**config.mk**
```make
export PLATFORM = sky130hd
export DESIGN_NAME = pdsc_cfg
export DESIGN_NICKNAME = d
export VERILOG_FILES = /design/src/core/pdsc_pkg.sv /design/src/core/pdsc_cfg.sv /design/src/core/pdsc_gap_chan.sv
export SDC_FILE = /design/constraint.sdc
export NUM_CORES = 1
export LEC_CHECK = 0
export BUFFER_PORTS_ARGS = -buffer_cell sky130_fd_sc_hd__clkbuf_2
export CAP_MARGIN = 20
export CORE_MARGIN = 2
export CORE_UTILIZATION = 32
export CTS_BUF_LIST = sky130_fd_sc_hd__clkbuf_4 sky130_fd_sc_hd__clkbuf_8 sky130_fd_sc_hd__clkbuf_16
export CTS_CLUSTER_DIAMETER = 120
export CTS_CLUSTER_SIZE = 28
export DETAILED_ROUTE_END_ITERATION = 8
export GPL_TIMING_DRIVEN = 1
export MAX_ROUTING_LAYER = met4
export PLACE_DENSITY = 0.62
export SLEW_MARGIN = 10
export SYNTH_ARGS = -nofsm -noshare
export SYNTH_HDL_FRONTEND = slang
export SYNTH_SLANG_ARGS = --single-unit
```
**constraint.sdc**
```tcl
create_clock -name CLOCK -period 6.9 [get_ports CLOCK]
set_input_delay 0 -clock CLOCK [delete_from_list [all_inputs] [get_ports CLOCK]]
set_output_delay 0 -clock CLOCK [all_outputs]
set_load 0.01 [all_outputs]
```
**src/core/pdsc_pkg.sv**
```systemverilog
package pdsc_pkg;

  // ==========================================================================
  // command codes
  localparam logic [7:0]  CMD_TEMP_CORR  = 8'hDC;
  localparam logic [7:0]  CMD_GAP_TIMES  = 8'hDD;
  localparam logic [7:0]  CMD_GAP_OPT    = 8'hDE;
  localparam logic [7:0]  CMD_LOOP       = 8'hDF;
  localparam logic [7:0]  CMD_ORDER      = 8'hE0;

  // ==========================================================================
  // writable bit masks, unassigned bits stay zero
  localparam logic [31:0] MASK_TEMP_CORR = 32'h0000_00FF;
  localparam logic [31:0] MASK_GAP_TIMES = 32'h0000_FFFF;
  localparam logic [31:0] MASK_GAP_OPT   = 32'h0000_FFFF;
  localparam logic [31:0] MASK_LOOP      = 32'h01FF_FFFF;
  localparam logic [31:0] MASK_ORDER     = 32'h0000_9F9F;

  // ==========================================================================
  // reset values
  localparam logic [7:0]  RST_TEMP_CORR  = 8'h00;
  localparam logic [15:0] RST_GAP_TIMES  = 16'h3C3C;
  localparam logic [15:0] RST_GAP_OPT    = 16'h0000;
  localparam logic [31:0] RST_LOOP       = 32'h0000_0000;
  localparam logic [15:0] RST_ORDER      = 16'h0000;

  // ==========================================================================
  // field positions
  localparam int CORR_COEF_LSB = 0;
  localparam int CORR_SRC_BIT  = 7;
  localparam int GT_HL_LSB     = 8;
  localparam int GT_LH_LSB     = 0;
  localparam int GO_HL_MIN_LSB = 8;
  localparam int GO_LH_MIN_LSB = 0;
  localparam int GO_HL_FREEZE  = 15;
  localparam int GO_LH_FREEZE  = 7;
  localparam int LP_GAIN_LSB   = 0;
  localparam int LP_RES_LSB    = 16;
  localparam int LP_EN_BIT     = 24;
  localparam int SQ_PRE_ID_LSB = 8;
  localparam int SQ_NXT_ID_LSB = 0;
  localparam int SQ_PRE_EN     = 15;
  localparam int SQ_NXT_EN     = 7;

  // ==========================================================================
  // dead-time limits in ns, minimum fields in 2 ns units
  localparam logic signed [7:0] GAP_LOW_NS      = -8'sd10;
  localparam logic signed [7:0] GAP_HIGH_NS     = 8'sd60;
  localparam logic signed [7:0] GAP_MAX_DFLT_NS = 8'sd60;
  localparam logic signed [6:0] OPT_MIN_LOW     = -7'sd5;
  localparam logic signed [6:0] OPT_MIN_HIGH    = 7'sd28;
  localparam logic signed [7:0] GAP_STEP_NS     = 8'sd1;

  // ==========================================================================
  // carriers and states
  typedef struct packed {
    logic       valid;
    logic [4:0] id;
    logic       power_good;
  } pdsc_gevt_s;

  typedef struct packed {
    logic signed [7:0] ns;
    logic              overlap;
  } pdsc_gap_s;

  typedef enum logic [1:0] {
    RAIL_OFF  = 2'b00,
    RAIL_WAIT = 2'b01,
    RAIL_ON   = 2'b11
  } pdsc_rail_e;

endpackage : pdsc_pkg

```
**src/core/pdsc_cfg.sv**
```systemverilog
`timescale 1ns/1ns
module pdsc_cfg
  import pdsc_pkg::*;
(
  input  wire logic        CLOCK,
  input  wire logic        RST_B,
  input  wire logic [7:0]  CMD_CODE,
  input  wire logic        WR_STB,
  input  wire logic [31:0] WR_DATA,
  input  wire logic        RD_STB,
  output logic      [31:0] RD_DATA,
  output logic             RD_ACK,
  output logic             CMD_INVALID,
  output logic      [6:0]  COEF_INT,
  output logic      [6:0]  COEF_EXT0,
  output logic      [6:0]  COEF_EXT1,
  input  wire logic        HL_STEP_UP,
  input  wire logic        HL_STEP_DN,
  input  wire logic        LH_STEP_UP,
  input  wire logic        LH_STEP_DN,
  output pdsc_gap_s        HL_GAP,
  output pdsc_gap_s        LH_GAP,
  output logic             LOOP_EN,
  output logic      [15:0] LOOP_GAIN,
  output logic      [7:0]  LOOP_RESIDUAL,
  input  wire logic        ENABLE_REQ,
  input  pdsc_gevt_s       GROUP_EVT,
  output logic             OUTPUT_EN
);

  logic [7:0]  temp_corr;
  logic [15:0] gap_times;
  logic [15:0] gap_opt;
  logic [31:0] loop_cfg;
  logic [15:0] order;
  logic        gap_prev;
  logic        load_max;
  logic        code_ok;
  logic [31:0] rd_mux;
  logic        wr_corr;
  logic        wr_gt;
  logic        wr_go;
  logic        wr_lp;
  logic        wr_sq;
  logic        pre_en;
  logic        nxt_en;
  logic [4:0]  pre_id;
  logic [4:0]  nxt_id;
  logic        pre_pg_evt;
  logic        pre_pd_evt;
  logic        nxt_pd_evt;
  logic        prequel_good;
  logic        held_off;
  pdsc_rail_e  state;
  pdsc_rail_e  next_state;

  // ==========================================================================
  // command decode
  always_comb begin
    unique case (CMD_CODE)
      CMD_TEMP_CORR: begin
        code_ok = 1'b1;
        rd_mux  = {24'h00_0000, temp_corr};
      end
      CMD_GAP_TIMES: begin
        code_ok = 1'b1;
        rd_mux  = {16'h0000, gap_times};
      end
      CMD_GAP_OPT: begin
        code_ok = 1'b1;
        rd_mux  = {16'h0000, gap_opt};
      end
      CMD_LOOP: begin
        code_ok = 1'b1;
        rd_mux  = loop_cfg;
      end
      CMD_ORDER: begin
        code_ok = 1'b1;
        rd_mux  = {16'h0000, order};
      end
      default: begin
        code_ok = 1'b0;
        rd_mux  = 32'h0000_0000;
      end
    endcase
  end

  assign wr_corr = WR_STB && (CMD_CODE == CMD_TEMP_CORR);
  assign wr_gt = WR_STB && (CMD_CODE == CMD_GAP_TIMES);
  assign wr_go = WR_STB && (CMD_CODE == CMD_GAP_OPT);
  assign wr_lp = WR_STB && (CMD_CODE == CMD_LOOP);
  assign wr_sq = WR_STB && (CMD_CODE == CMD_ORDER);

  // ==========================================================================
  // configuration registers
  // masked writes
  always_ff @(posedge CLOCK or negedge RST_B) begin
    if (!RST_B) begin
      temp_corr <= RST_TEMP_CORR;
    end else if (wr_corr) begin
      temp_corr <= WR_DATA[7:0] & MASK_TEMP_CORR[7:0];
    end
  end

  always_ff @(posedge CLOCK or negedge RST_B) begin
    if (!RST_B) begin
      gap_times <= RST_GAP_TIMES;
    end else if (wr_gt) begin
      gap_times <= WR_DATA[15:0] & MASK_GAP_TIMES[15:0];
    end
  end

  always_ff @(posedge CLOCK or negedge RST_B) begin
    if (!RST_B) begin
      gap_opt <= RST_GAP_OPT;
    end else if (wr_go) begin
      gap_opt <= WR_DATA[15:0] & MASK_GAP_OPT[15:0];
    end
  end

  always_ff @(posedge CLOCK or negedge RST_B) begin
    if (!RST_B) begin
      loop_cfg <= RST_LOOP;
    end else if (wr_lp) begin
      loop_cfg <= WR_DATA & MASK_LOOP;
    end
  end

  always_ff @(posedge CLOCK or negedge RST_B) begin
    if (!RST_B) begin
      order <= RST_ORDER;
    end else if (wr_sq) begin
      order <= WR_DATA[15:0] & MASK_ORDER[15:0];
    end
  end

  // ==========================================================================
  // read path and error answer
  always_ff @(posedge CLOCK or negedge RST_B) begin
    if (!RST_B) begin
      RD_DATA     <= 32'h0000_0000;
      RD_ACK      <= 1'b0;
      CMD_INVALID <= 1'b0;
    end else begin
      RD_ACK      <= RD_STB && code_ok;
      CMD_INVALID <= (RD_STB || WR_STB) && !code_ok;
      if (RD_STB) begin
        RD_DATA <= rd_mux;
      end
    end
  end

  // ==========================================================================
  // dead-time ceiling capture
  // back-to-back write order
  always_ff @(posedge CLOCK or negedge RST_B) begin
    if (!RST_B) begin
      gap_prev <= 1'b0;
    end else if (WR_STB) begin
      gap_prev <= (CMD_CODE == CMD_GAP_TIMES);
    end
  end

  assign load_max = wr_go && gap_prev;

  // ==========================================================================
  // current-sense correction outputs
  always_ff @(posedge CLOCK or negedge RST_B) begin
    if (!RST_B) begin
      COEF_INT  <= 7'h00;
      COEF_EXT0 <= 7'h00;
      COEF_EXT1 <= 7'h00;
    end else if (temp_corr[CORR_SRC_BIT]) begin
      COEF_INT  <= 7'h00;
      COEF_EXT0 <= temp_corr[CORR_COEF_LSB +: 7];
      COEF_EXT1 <= temp_corr[CORR_COEF_LSB +: 7];
    end else begin
      COEF_INT  <= temp_corr[CORR_COEF_LSB +: 7];
      COEF_EXT0 <= 7'h00;
      COEF_EXT1 <= 7'h00;
    end
  end

  // ==========================================================================
  // dead-time channels
  // high-to-low mode
  pdsc_gap_chan u_hl (
    .CLOCK     (CLOCK),
    .RST_B     (RST_B),
    .WRITTEN   ($signed(gap_times[GT_HL_LSB +: 8])),
    .FREEZE    (gap_opt[GO_HL_FREEZE]),
    .MIN_UNITS ($signed(gap_opt[GO_HL_MIN_LSB +: 7])),
    .LOAD_MAX  (load_max),
    .STEP_UP   (HL_STEP_UP),
    .STEP_DN   (HL_STEP_DN),
    .GAP       (HL_GAP)
  );

  pdsc_gap_chan u_lh (
    .CLOCK     (CLOCK),
    .RST_B     (RST_B),
    .WRITTEN   ($signed(gap_times[GT_LH_LSB +: 8])),
    .FREEZE    (gap_opt[GO_LH_FREEZE]),
    .MIN_UNITS ($signed(gap_opt[GO_LH_MIN_LSB +: 7])),
    .LOAD_MAX  (load_max),
    .STEP_UP   (LH_STEP_UP),
    .STEP_DN   (LH_STEP_DN),
    .GAP       (LH_GAP)
  );

  // ==========================================================================
  // adaptive loop settings
  // loop enable bit
  assign LOOP_EN       = loop_cfg[LP_EN_BIT];
  assign LOOP_GAIN     = loop_cfg[LP_GAIN_LSB +: 16];
  assign LOOP_RESIDUAL = loop_cfg[LP_RES_LSB +: 8];

  // ==========================================================================
  // rail sequencing
  // dependency enables
  assign pre_en = order[SQ_PRE_EN];
  assign nxt_en = order[SQ_NXT_EN];
  assign pre_id = order[SQ_PRE_ID_LSB +: 5];
  assign nxt_id = order[SQ_NXT_ID_LSB +: 5];

  assign pre_pg_evt = GROUP_EVT.valid && (GROUP_EVT.id == pre_id) && GROUP_EVT.power_good;
  assign pre_pd_evt = GROUP_EVT.valid && (GROUP_EVT.id == pre_id) && !GROUP_EVT.power_good;
  assign nxt_pd_evt = GROUP_EVT.valid && (GROUP_EVT.id == nxt_id) && !GROUP_EVT.power_good;

  always_ff @(posedge CLOCK or negedge RST_B) begin
    if (!RST_B) begin
      prequel_good <= 1'b0;
    end else if (pre_pg_evt) begin
      prequel_good <= 1'b1;
    end else if (pre_pd_evt) begin
      prequel_good <= 1'b0;
    end
  end

  // a rail shut off by its follower stays off until its enable drops
  always_ff @(posedge CLOCK or negedge RST_B) begin
    if (!RST_B) begin
      held_off <= 1'b0;
    end else if (nxt_en && nxt_pd_evt && state == RAIL_ON) begin
      held_off <= 1'b1;
    end else if (!ENABLE_REQ) begin
      held_off <= 1'b0;
    end
  end

  always_comb begin
    next_state = state;
    unique case (state)
      RAIL_OFF: begin
        if (ENABLE_REQ && !held_off) begin
          next_state = (pre_en && !prequel_good) ? RAIL_WAIT : RAIL_ON;
        end
      end
      RAIL_WAIT: begin
        if (!ENABLE_REQ) begin
          next_state = RAIL_OFF;
        end else if (!pre_en || prequel_good) begin
          next_state = RAIL_ON;
        end
      end
      RAIL_ON: begin
        if (!ENABLE_REQ) begin
          next_state = RAIL_OFF;
        end else if (nxt_en && nxt_pd_evt) begin
          next_state = RAIL_OFF;
        end
      end
      default: begin
        next_state = RAIL_OFF;
      end
    endcase
  end

  always_ff @(posedge CLOCK or negedge RST_B) begin
    if (!RST_B) begin
      state <= RAIL_OFF;
    end else begin
      state <= next_state;
    end
  end

  assign OUTPUT_EN = (state == RAIL_ON);

  // ==========================================================================
  // checks
  property p_ext_coef;
    @(posedge CLOCK) disable iff (!RST_B)
    temp_corr[CORR_SRC_BIT] |=> (COEF_EXT0 == $past(temp_corr[6:0]))
      && (COEF_EXT1 == COEF_EXT0) && (COEF_INT == 7'h00);
  endproperty
  a_ext_coef: assert property (p_ext_coef) else $error("external coefficient wrong");
  property p_loop_rsv;
    @(posedge CLOCK) disable iff (!RST_B)
    (RD_STB && CMD_CODE == CMD_LOOP) |=> (RD_ACK && RD_DATA[31:25] == 7'h00);
  endproperty
  a_loop_rsv: assert property (p_loop_rsv) else $error("reserved bits not zero");
  property p_gap_write;
    @(posedge CLOCK) disable iff (!RST_B)
    wr_gt |=> (gap_times == $past(WR_DATA[15:0]));
  endproperty
  a_gap_write: assert property (p_gap_write) else $error("dead-time word not stored");
  property p_max_order;
    @(posedge CLOCK) disable iff (!RST_B)
    wr_gt ##1 wr_go |-> load_max;
  endproperty
  a_max_order: assert property (p_max_order) else $error("ceiling load missed");
  property p_loop_fields;
    @(posedge CLOCK) disable iff (!RST_B)
    wr_lp |=> (LOOP_GAIN == $past(WR_DATA[15:0])) && (LOOP_EN == $past(WR_DATA[24]))
      && (LOOP_RESIDUAL == $past(WR_DATA[23:16]));
  endproperty
  a_loop_fields: assert property (p_loop_fields) else $error("loop fields wrong");
  property p_wait_prequel;
    @(posedge CLOCK) disable iff (!RST_B)
    (pre_en && !prequel_good && !OUTPUT_EN) |=> !OUTPUT_EN;
  endproperty
  a_wait_prequel: assert property (p_wait_prequel) else $error("enabled before prequel");
  property p_direct_on;
    @(posedge CLOCK) disable iff (!RST_B)
    (state == RAIL_OFF && ENABLE_REQ && !held_off && !pre_en) |=> OUTPUT_EN;
  endproperty
  a_direct_on: assert property (p_direct_on) else $error("direct enable missed");
  property p_sequel_off;
    @(posedge CLOCK) disable iff (!RST_B)
    (OUTPUT_EN && nxt_en && nxt_pd_evt) |=> !OUTPUT_EN [*2];
  endproperty
  a_sequel_off: assert property (p_sequel_off) else $error("sequel power-down ignored");

endmodule : pdsc_cfg

```
**src/core/pdsc_gap_chan.sv**
```systemverilog
`timescale 1ns/1ns
module pdsc_gap_chan
  import pdsc_pkg::*;
(
  input  wire logic              CLOCK,
  input  wire logic              RST_B,
  input  wire logic signed [7:0] WRITTEN,
  input  wire logic              FREEZE,
  input  wire logic signed [6:0] MIN_UNITS,
  input  wire logic              LOAD_MAX,
  input  wire logic              STEP_UP,
  input  wire logic              STEP_DN,
  output pdsc_gap_s              GAP
);

  logic signed [7:0] cur;
  logic signed [7:0] max_ns;
  logic signed [7:0] written_c;
  logic signed [6:0] min_u;
  logic signed [7:0] min_ns;
  logic signed [7:0] lower;
  logic signed [7:0] upper;

  // ==========================================================================
  // limits
  always_comb begin
    written_c = WRITTEN;
    if (WRITTEN < GAP_LOW_NS) begin
      written_c = GAP_LOW_NS;
    end else if (WRITTEN > GAP_HIGH_NS) begin
      written_c = GAP_HIGH_NS;
    end
    min_u = MIN_UNITS;
    if (MIN_UNITS < OPT_MIN_LOW) begin
      min_u = OPT_MIN_LOW;
    end else if (MIN_UNITS > OPT_MIN_HIGH) begin
      min_u = OPT_MIN_HIGH;
    end
    min_ns = $signed({min_u, 1'b0});
    lower  = (min_ns < GAP_LOW_NS) ? GAP_LOW_NS : min_ns;
    upper  = (max_ns < lower) ? lower : max_ns;
  end

  // ==========================================================================
  // adaptive ceiling
  // ceiling default
  always_ff @(posedge CLOCK or negedge RST_B) begin
    if (!RST_B) begin
      max_ns <= GAP_MAX_DFLT_NS;
    end else if (LOAD_MAX) begin
      max_ns <= written_c;
    end
  end

  // ==========================================================================
  // applied dead time
  always_ff @(posedge CLOCK or negedge RST_B) begin
    if (!RST_B) begin
      cur <= GAP_MAX_DFLT_NS;
    end else if (FREEZE) begin
      cur <= written_c;
    end else if (STEP_DN && cur > lower) begin
      cur <= cur - GAP_STEP_NS;
    end else if (STEP_UP && cur < upper) begin
      cur <= cur + GAP_STEP_NS;
    end else if (cur < lower) begin
      cur <= lower;
    end else if (cur > upper) begin
      cur <= upper;
    end
  end

  assign GAP.ns = cur;
  assign GAP.overlap = cur[7];

  // ==========================================================================
  // checks
  property p_frozen_follows;
    @(posedge CLOCK) disable iff (!RST_B)
    FREEZE |=> (cur == $past(written_c));
  endproperty
  a_frozen_follows: assert property (p_frozen_follows) else $error("frozen gap not written");

  property p_step_down;
    @(posedge CLOCK) disable iff (!RST_B)
    (!FREEZE && STEP_DN && cur > lower) |=> (cur == $past(cur) - GAP_STEP_NS);
  endproperty
  a_step_down: assert property (p_step_down) else $error("adaptive step down missed");

  property p_max_load;
    @(posedge CLOCK) disable iff (!RST_B)
    LOAD_MAX |=> (max_ns == $past(written_c));
  endproperty
  a_max_load: assert property (p_max_load) else $error("ceiling not taken");

  property p_overlap_sign;
    @(posedge CLOCK) disable iff (!RST_B)
    (FREEZE && written_c < 8'sd0) |=> GAP.overlap;
  endproperty
  a_overlap_sign: assert property (p_overlap_sign) else $error("overlap flag wrong");

endmodule : pdsc_gap_chan

```
# Yosys cells after proc, flatten, opt, wreduce, memory -nomap -nowiden
# Cells that the tools add are included.
[totals] input_bits=56 output_inout_bits=99 elab_cells=126 reg_bits=162
[op_classes] eq_ne=13 reduce_logical=34 add_sub_neg=4 order_cmp=20 muxes=37
[op_table] op="2-to-1 mux 8 bit" n=18
[op_table] op="one-hot mux 25 bit (5 select lines)" n=1
[op_table] op="less-than comparator 8 bit" n=6
[op_table] op="2-to-1 mux 7 bit" n=6
[op_table] op="== test 8 bit (second input constant)" n=5
[op_table] op="> comparator 8 bit" n=4
[op_table] op="less-than comparator 8 x 5 -> 1 bit (second input constant)" n=4
[op_table] op="logical AND 1 bit" n=21
[op_table] op="adder 8 x 2 -> 8 bit (second input constant)" n=2
[op_table] op="> comparator 8 x 7 -> 1 bit (second input constant)" n=2
[op_table] op="subtractor 8 x 2 -> 8 bit (second input constant)" n=2
[op_table] op="> comparator 7 x 6 -> 1 bit (second input constant)" n=2
[op_table] op="less-than comparator 7 x 4 -> 1 bit (second input constant)" n=2
[op_table] op="2-to-1 mux 2 bit" n=6
[op_table] op="== test 5 bit" n=2
[op_table] op="nonzero test 5 bit" n=2
[op_table] op="one-hot mux 2 bit (3 select lines)" n=1
[op_table] op="logical NOT 1 bit" n=5
[op_table] op="2-to-1 mux 1 bit" n=5
[op_table] op="OR reduction 5 bit" n=1
[op_table] op="inequality test 3 x 2 -> 1 bit (second input constant)" n=1
[op_table] op="inequality test 3 bit (second input constant)" n=1
[op_table] op="AND reduction 3 bit" n=1
[op_table] op="== test 2 x 1 -> 1 bit (second input constant)" n=1
[op_table] op="6 further kinds" n=7

# Longest topological paths before layout
[logic_depth] depth_word=13 mapped_depth=25 depth_no_buf=22

# By module
# Synthesis repeated with hierarchy kept, for this count alone.
[unflattened] hier_cells=896 hier_area_um2=9399.0
[by_module_without_submodules] mod="pdsc_cfg" area_each_um2=5395.2 seq_area_each_um2=3088.0 instances=1 cells_each=389
[by_module_without_submodules] mod="pdsc_gap_chan at u_lh" area_each_um2=2014.4 seq_area_each_um2=410.4 instances=1 cells_each=258
[by_module_without_submodules] mod="pdsc_gap_chan at u_hl" area_each_um2=1989.4 seq_area_each_um2=410.4 instances=1 cells_each=249

# Worst setup path after synthesis
# No wires, ideal clock.
[synth_timing] kind="reg2reg" startpoint="register gap_opt[6]" endpoint="register u_lh.cur[3]" required_time_ns=6.811 arrival_ns=4.512 setup_slack_ns=2.298 path_stages_with_launch=23 synth_period_minus_slack_ns=4.602 setup_ns=0.089 n_path_buf=3 cell_sequence="dfrtp_1 buf_2 inv_1 ha_1 nor2_1 nor2b_1 ha_1 a21o_1 a211oi_1 nand3_1 o21a_1 buf_2 mux2_2 ha_1 or3_1 a21oi_1 a32o_1 buf_2 a21oi_1 nand3_2 o21ai_0 a221oi_1 o22ai_1"
[synth_via] elab_chain_cells=12 word_cells_on_any_way=20 classes_between="order compare: 8; mux: 9; reduce/logical: 3"
[synth_rtl] element="start, declared" line="pdsc_cfg.sv:33" rtl="logic [15:0] gap_opt;"
[synth_rtl] element="start signal, assigned" line="pdsc_cfg.sv:117" rtl="gap_opt <= WR_DATA[15:0] & MASK_GAP_OPT[15:0];"
[synth_rtl] element="> comparator 7 x 6 -> 1 bit" line="pdsc_gap_chan.sv:36" rtl="end else if (MIN_UNITS > OPT_MIN_HIGH) begin"
[synth_rtl] element="2-to-1 mux 7 bit" line="pdsc_gap_chan.sv:36"
[synth_rtl] element="2-to-1 mux 7 bit (*)" line="pdsc_gap_chan.sv:34" rtl="if (MIN_UNITS < OPT_MIN_LOW) begin"
[synth_rtl] element="less-than comparator 8 x 5 -> 1 bit" line="pdsc_gap_chan.sv:40" rtl="lower = (min_ns < GAP_LOW_NS) ? GAP_LOW_NS : min_ns;"
[synth_rtl] element="2-to-1 mux 8 bit (*)" line="pdsc_gap_chan.sv:40"
[synth_rtl] element="less-than comparator 8 bit" line="pdsc_gap_chan.sv:41" rtl="upper = (max_ns < lower) ? lower : max_ns;"
[synth_rtl] element="2-to-1 mux 8 bit" line="pdsc_gap_chan.sv:41"
[synth_rtl] element="less-than comparator 8 bit or 2-to-1 mux 8 bit (tied branches)" line="pdsc_gap_chan.sv:64, pdsc_gap_chan.sv:68"
[synth_rtl] element="logical AND 1 bit or 2-to-1 mux 8 bit (tied branches)" line="pdsc_gap_chan.sv:64, pdsc_gap_chan.sv:66"
[synth_rtl] element="2-to-1 mux 8 bit" line="pdsc_gap_chan.sv:64" rtl="end else if (STEP_UP && cur < upper) begin"
[synth_rtl] element="2-to-1 mux 8 bit" line="pdsc_gap_chan.sv:62" rtl="end else if (STEP_DN && cur > lower) begin"
[synth_rtl] element="2-to-1 mux 8 bit" line="pdsc_gap_chan.sv:60" rtl="end else if (FREEZE) begin"
[synth_rtl] element="end signal, assigned" line="pdsc_gap_chan.sv:61" rtl="cur <= written_c;"
[synth_rtl] element="end signal, assigned" line="pdsc_gap_chan.sv:63" rtl="cur <= cur - GAP_STEP_NS;"
[synth_rtl] element="end signal, assigned" line="pdsc_gap_chan.sv:65" rtl="cur <= cur + GAP_STEP_NS;"
[synth_rtl] element="end, declared" line="pdsc_gap_chan.sv:16" rtl="logic signed [7:0] cur;"
# Mark *: on every way between the ends. The rest lies on a longest branch, timed or not. The select of a mux whose other input is x is not followed.
# A chain may end at the register's enable or synchronous reset.

# Worst setup path in the final report
# Same ends and word-level chain as after synthesis.

==> summary.md <==
| Metric | Value |
|---|---|
| Commonest non-fill, non-tap cells in the layout | clkbuf_2 (139), dfrtp_1 (131), mux2_2 (81) |
| Normalized max-slew margin | around 25% |
| Crit path arrival time | roughly 5.7 ns |
| Post-CTS Hold Buffers | 31 |
| Min cycle time layout | roughly 5.4 ns |
| Post-synthesis cell area | roughly 9200 um^2 |
| Drt first-iter violations | 570 |
| Hold_sp | WR_STB |
| Leakage power | approximately 5.2 nW |
| F_max | between 0.15 and 0.2 GHz |
| Sequential fraction of the synthesis area | 42.5% |
| EDFF count, synth | 0 |
| Clock Skews | between 0.01 and 0.015 ns |
| Routed Antenna Nets | 0 |
| Total iterations of the first detailed-routing run | 6 |
| Vias in the first global route | about 7400 |
| Via density | between 5 and 6 |
| Asr flop ratio synth | between 90% and 100% |
| Clock Latency Late Sink | 0.45 ns |
| Post-CTS sizing | 0 |
| Worst setup path end | u_lh.cur[3] |
| Starting Density | around a third |
| Sw Share | about two fifths |
| Crit-path max FO | 12 |
| CTS root buffer | clkbuf_16 |
| Share of cells above drive strength 1 | approximately 29% |
| Most common cell after layout, fill and taps aside | clkbuf_2 |
| Num CTS Buffers | 17 |
| RSZ-0062 raised after global routing | no |
| Avg Cell Area, Syn | about 10 um^2 |
| Fill cells | roughly 2800 |
| Ant diodes | 0 |
| Worst r2r path cells | 19 |
| Comb pwr share | between 30% and 40% |
| Synth Instances | between 900 and 1000 |
| CTS Buffer Depth | 2 |
| Nets | about 1200 |
| Total net switching power | about 1.3 mW |
| DIE AREA | 30100 um^2 |
| Global-route wire length before repair | 40.3 mm |
| Worst-Margin Slew | about 1.1 ns |
| Clock-pin slew on the worst setup and hold paths | around 0.070 ns |
| Core box area | 28500 um^2 |
| Synth unique cells | slightly below 80 |
| Synth Register Bits | ~160 |
| Setup Fix Bufs, Post-CTS | 0 |
| Flop2flop setup slack | 1.53 ns |
| Synth top area cells | dfrtp_1 (36%), mux2_2 (9.9%), dfstp_2 (6.9%), ha_1 (6.5%), nand2_1 (3.1%) |
| Int Pwr | roughly 2 mW |
| Power Density | around 300 nW/um^2 |
| Final setup vio count | 0 |
| CTS tree | yes |
| Placer Congestion | between 0.8 and 0.9 |
| Worst Hold Class | in -> reg |
| Period utilisation layout | just under 80% |
| Number of top-level pins | 155 |
| Top-area cell type share of the netlist area | a little over a third |
| Placed wire-length estimate | between 15 and 20 mm |
| Post-Route Setup TNS | 0 ns |
| Clock power frac | between 20 and 30% |
| FF-to-FF Start | gap_opt[6] |
| CP endpoint kind | register |
| Status | finished, final reports clean |
| End of the worst register-to-register path | u_lh.cur[3] |
| Area Overhead vs Synth | 20.5% |
| Max-cap check violation count | 0 |
| Die Height | 173 um |
| Req. time, crit path | roughly 7.3 ns |
| CTS H-tree depth | 4 |
| Detailed Route WL | between 20 and 30 mm |
| # DRC | 0 |
| Most common flop cell mapped by yosys | dfrtp_1 |
| Flop pwr share | about a third |
| WL per Instance | 17.2 um |
| GRT Overall Usage | between 10% and 20% |
| Clock sink count | 155 |
| Yosys top cell by area | dfrtp_1 |
| Routed vias | approximately 7500 |
| Ys Warns | 0 |
| Pin count of the biggest net entering global routing | 85 |
| Rows | a little over 60 |
| Hold Violations, Final | 0 |
| Crit. Startpoint | gap_opt[6] |
| Antenna violations before repair | 0 |
| Buffers on Ports | 140 |
| Total power | 3.33 mW |
| Die Width | ~170 um |
| Fin. max-slew vios | 0 |
| Worst VDD drop | roughly 0.16 mV |
| Kind of critical path | reg -> reg |
| CP Launch Type | register |
| Congestion Overflow GR | 0 |
-- flip-flops by register name, summed over array words and instances (netlist names), 8 cells and up --
name,count
u_lh.max_ns,8
gap_times,16
temp_corr,8
gap_opt,16
RD_DATA,25
order,12
u_hl.cur,8
loop_cfg,25
u_hl.max_ns,8
u_lh.cur,8
-- area by class of cell --
| cell class | count | area (um^2) | share of cell area, % |
|---|---|---|---|
| clock buffers | 17 | 425 | 3.84 |
| clock inverters | 15 | 159 | 1.44 |
| inverters | 63 | 236 | 2.14 |
| multi-input cells | 652 | 4780 | 43.2 |
| flip-flops and latches | 155 | 3910 | 35.3 |
| well taps | 384 | 480 | 4.34 |
| repair buffers | 180 | 1080 | 9.78 |
-- power by group through the flow --
stage / clock network, mW / registers [mW] / logic (mW)
6_report: 0.935 / 1.17 / 1.23
3_5_place_dp: 0 / 1.19 / 1.21
2_1_floorplan: 0 / 1.13 / 0.930
5_1_grt: 0.988 / 1.18 / 1.37
4_1_cts: 0.952 / 1.17 / 1.23
3_3_place_gp: 0 / 1.18 / 1.18
-- how the worst min path moves through the flow --
stage                     cells after the start  slack (ns)           to
after global placement                        1        0.12  RD_DATA[14]
after global routing                          3        0.04  CMD_INVALID
after floorplan                               0       -0.30  CMD_INVALID
after CTS                                     3       0.009  RD_DATA[13]
final                                         2       0.004     gap_prev
after detailed placement                      1        0.11  RD_DATA[17]
-- cell usage after synthesis, types with 8 or more instances --
cell        n
a211oi_1    8
a21boi_0    9
a21oi_1    43
a222oi_1   14
and2_1     12
buf_2      10
buf_4      16
clkbuf_1   28
dfrtp_1   131
dfstp_2    24
ha_1       48
inv_1      63
mux2_1     10
mux2_2     81
mux2i_1    11
nand2_1    75
nand2b_1   12
nand3_1    28
nand4_1    11
nor2_1     38
nor2b_1    20
nor3_1      9
o21ai_0    47
o21ai_1    14
o22ai_1    23
xnor2_1    11
xor2_1     15
-- through the flow --
| step | area (um^2) | hold WS (ns) | utilization [%] | setup WS, ns | instances |
|---|---|---|---|---|---|
| after global placement | 10200 | 0.125 | 35.7 | 1.62 | 1401 |
| after detailed placement | 10200 | 0.111 | 35.7 | 1.59 | 1402 |
| after CTS | 11100 | 0.00852 | 38.9 | 1.56 | 1465 |
| after global routing | 11100 | 0.0447 | 38.9 | 1.18 | 1466 |
| after floorplan | 9210 | -0.296 | - | 2.30 | 925 |
| final | 11100 | 0.00383 | 38.9 | 1.53 | 1466 |
-- metal layers --
metal | track usage (%) | part of all wire [%] | vias to the layer above
met4 | 4.10 | 1.1 | 0
met5 | - | 0 | -
met2 | 26.2 | 46 | 216
met3 | 3.11 | 5.5 | 21
met1 | 24.0 | 48 | 3704
li1 | - | - | 3608
-- worst max-delay path, stage by stage (launching register included) --
cell	delay, ns
dfrtp_1	0.49
inv_1	0.13
ha_1	0.37
nor2_1	0.15
nor2b_1	0.33
ha_1	0.32
a21o_1	0.19
a211oi_1	0.33
nand3_1	0.13
o21a_1	0.35
mux2_2	0.35
ha_1	0.29
or3_1	0.36
a21oi_1	0.19
a32o_1	0.47
a21oi_1	0.14
nand3_2	0.21
o21ai_0	0.11
a221oi_1	0.26
o22ai_1	0.10
-- kinds of logic (layout without fill, tap and decap cells) --
family / Yosys count / count (layout) / share of synthesized area (%)
simple gates: 247 / 247 / 14.1
compound gates: 222 / 222 / 16.2
flops: 155 / 155 / 42.5
buf+inv: 118 / 275 / 5.69
mux: 102 / 102 / 12.4
fa+ha+maj: 48 / 48 / 6.54
xor+xnor: 26 / 26 / 2.48
other cells: 1 / 7 / 0.0408
(Power assumes the default switching activity.)
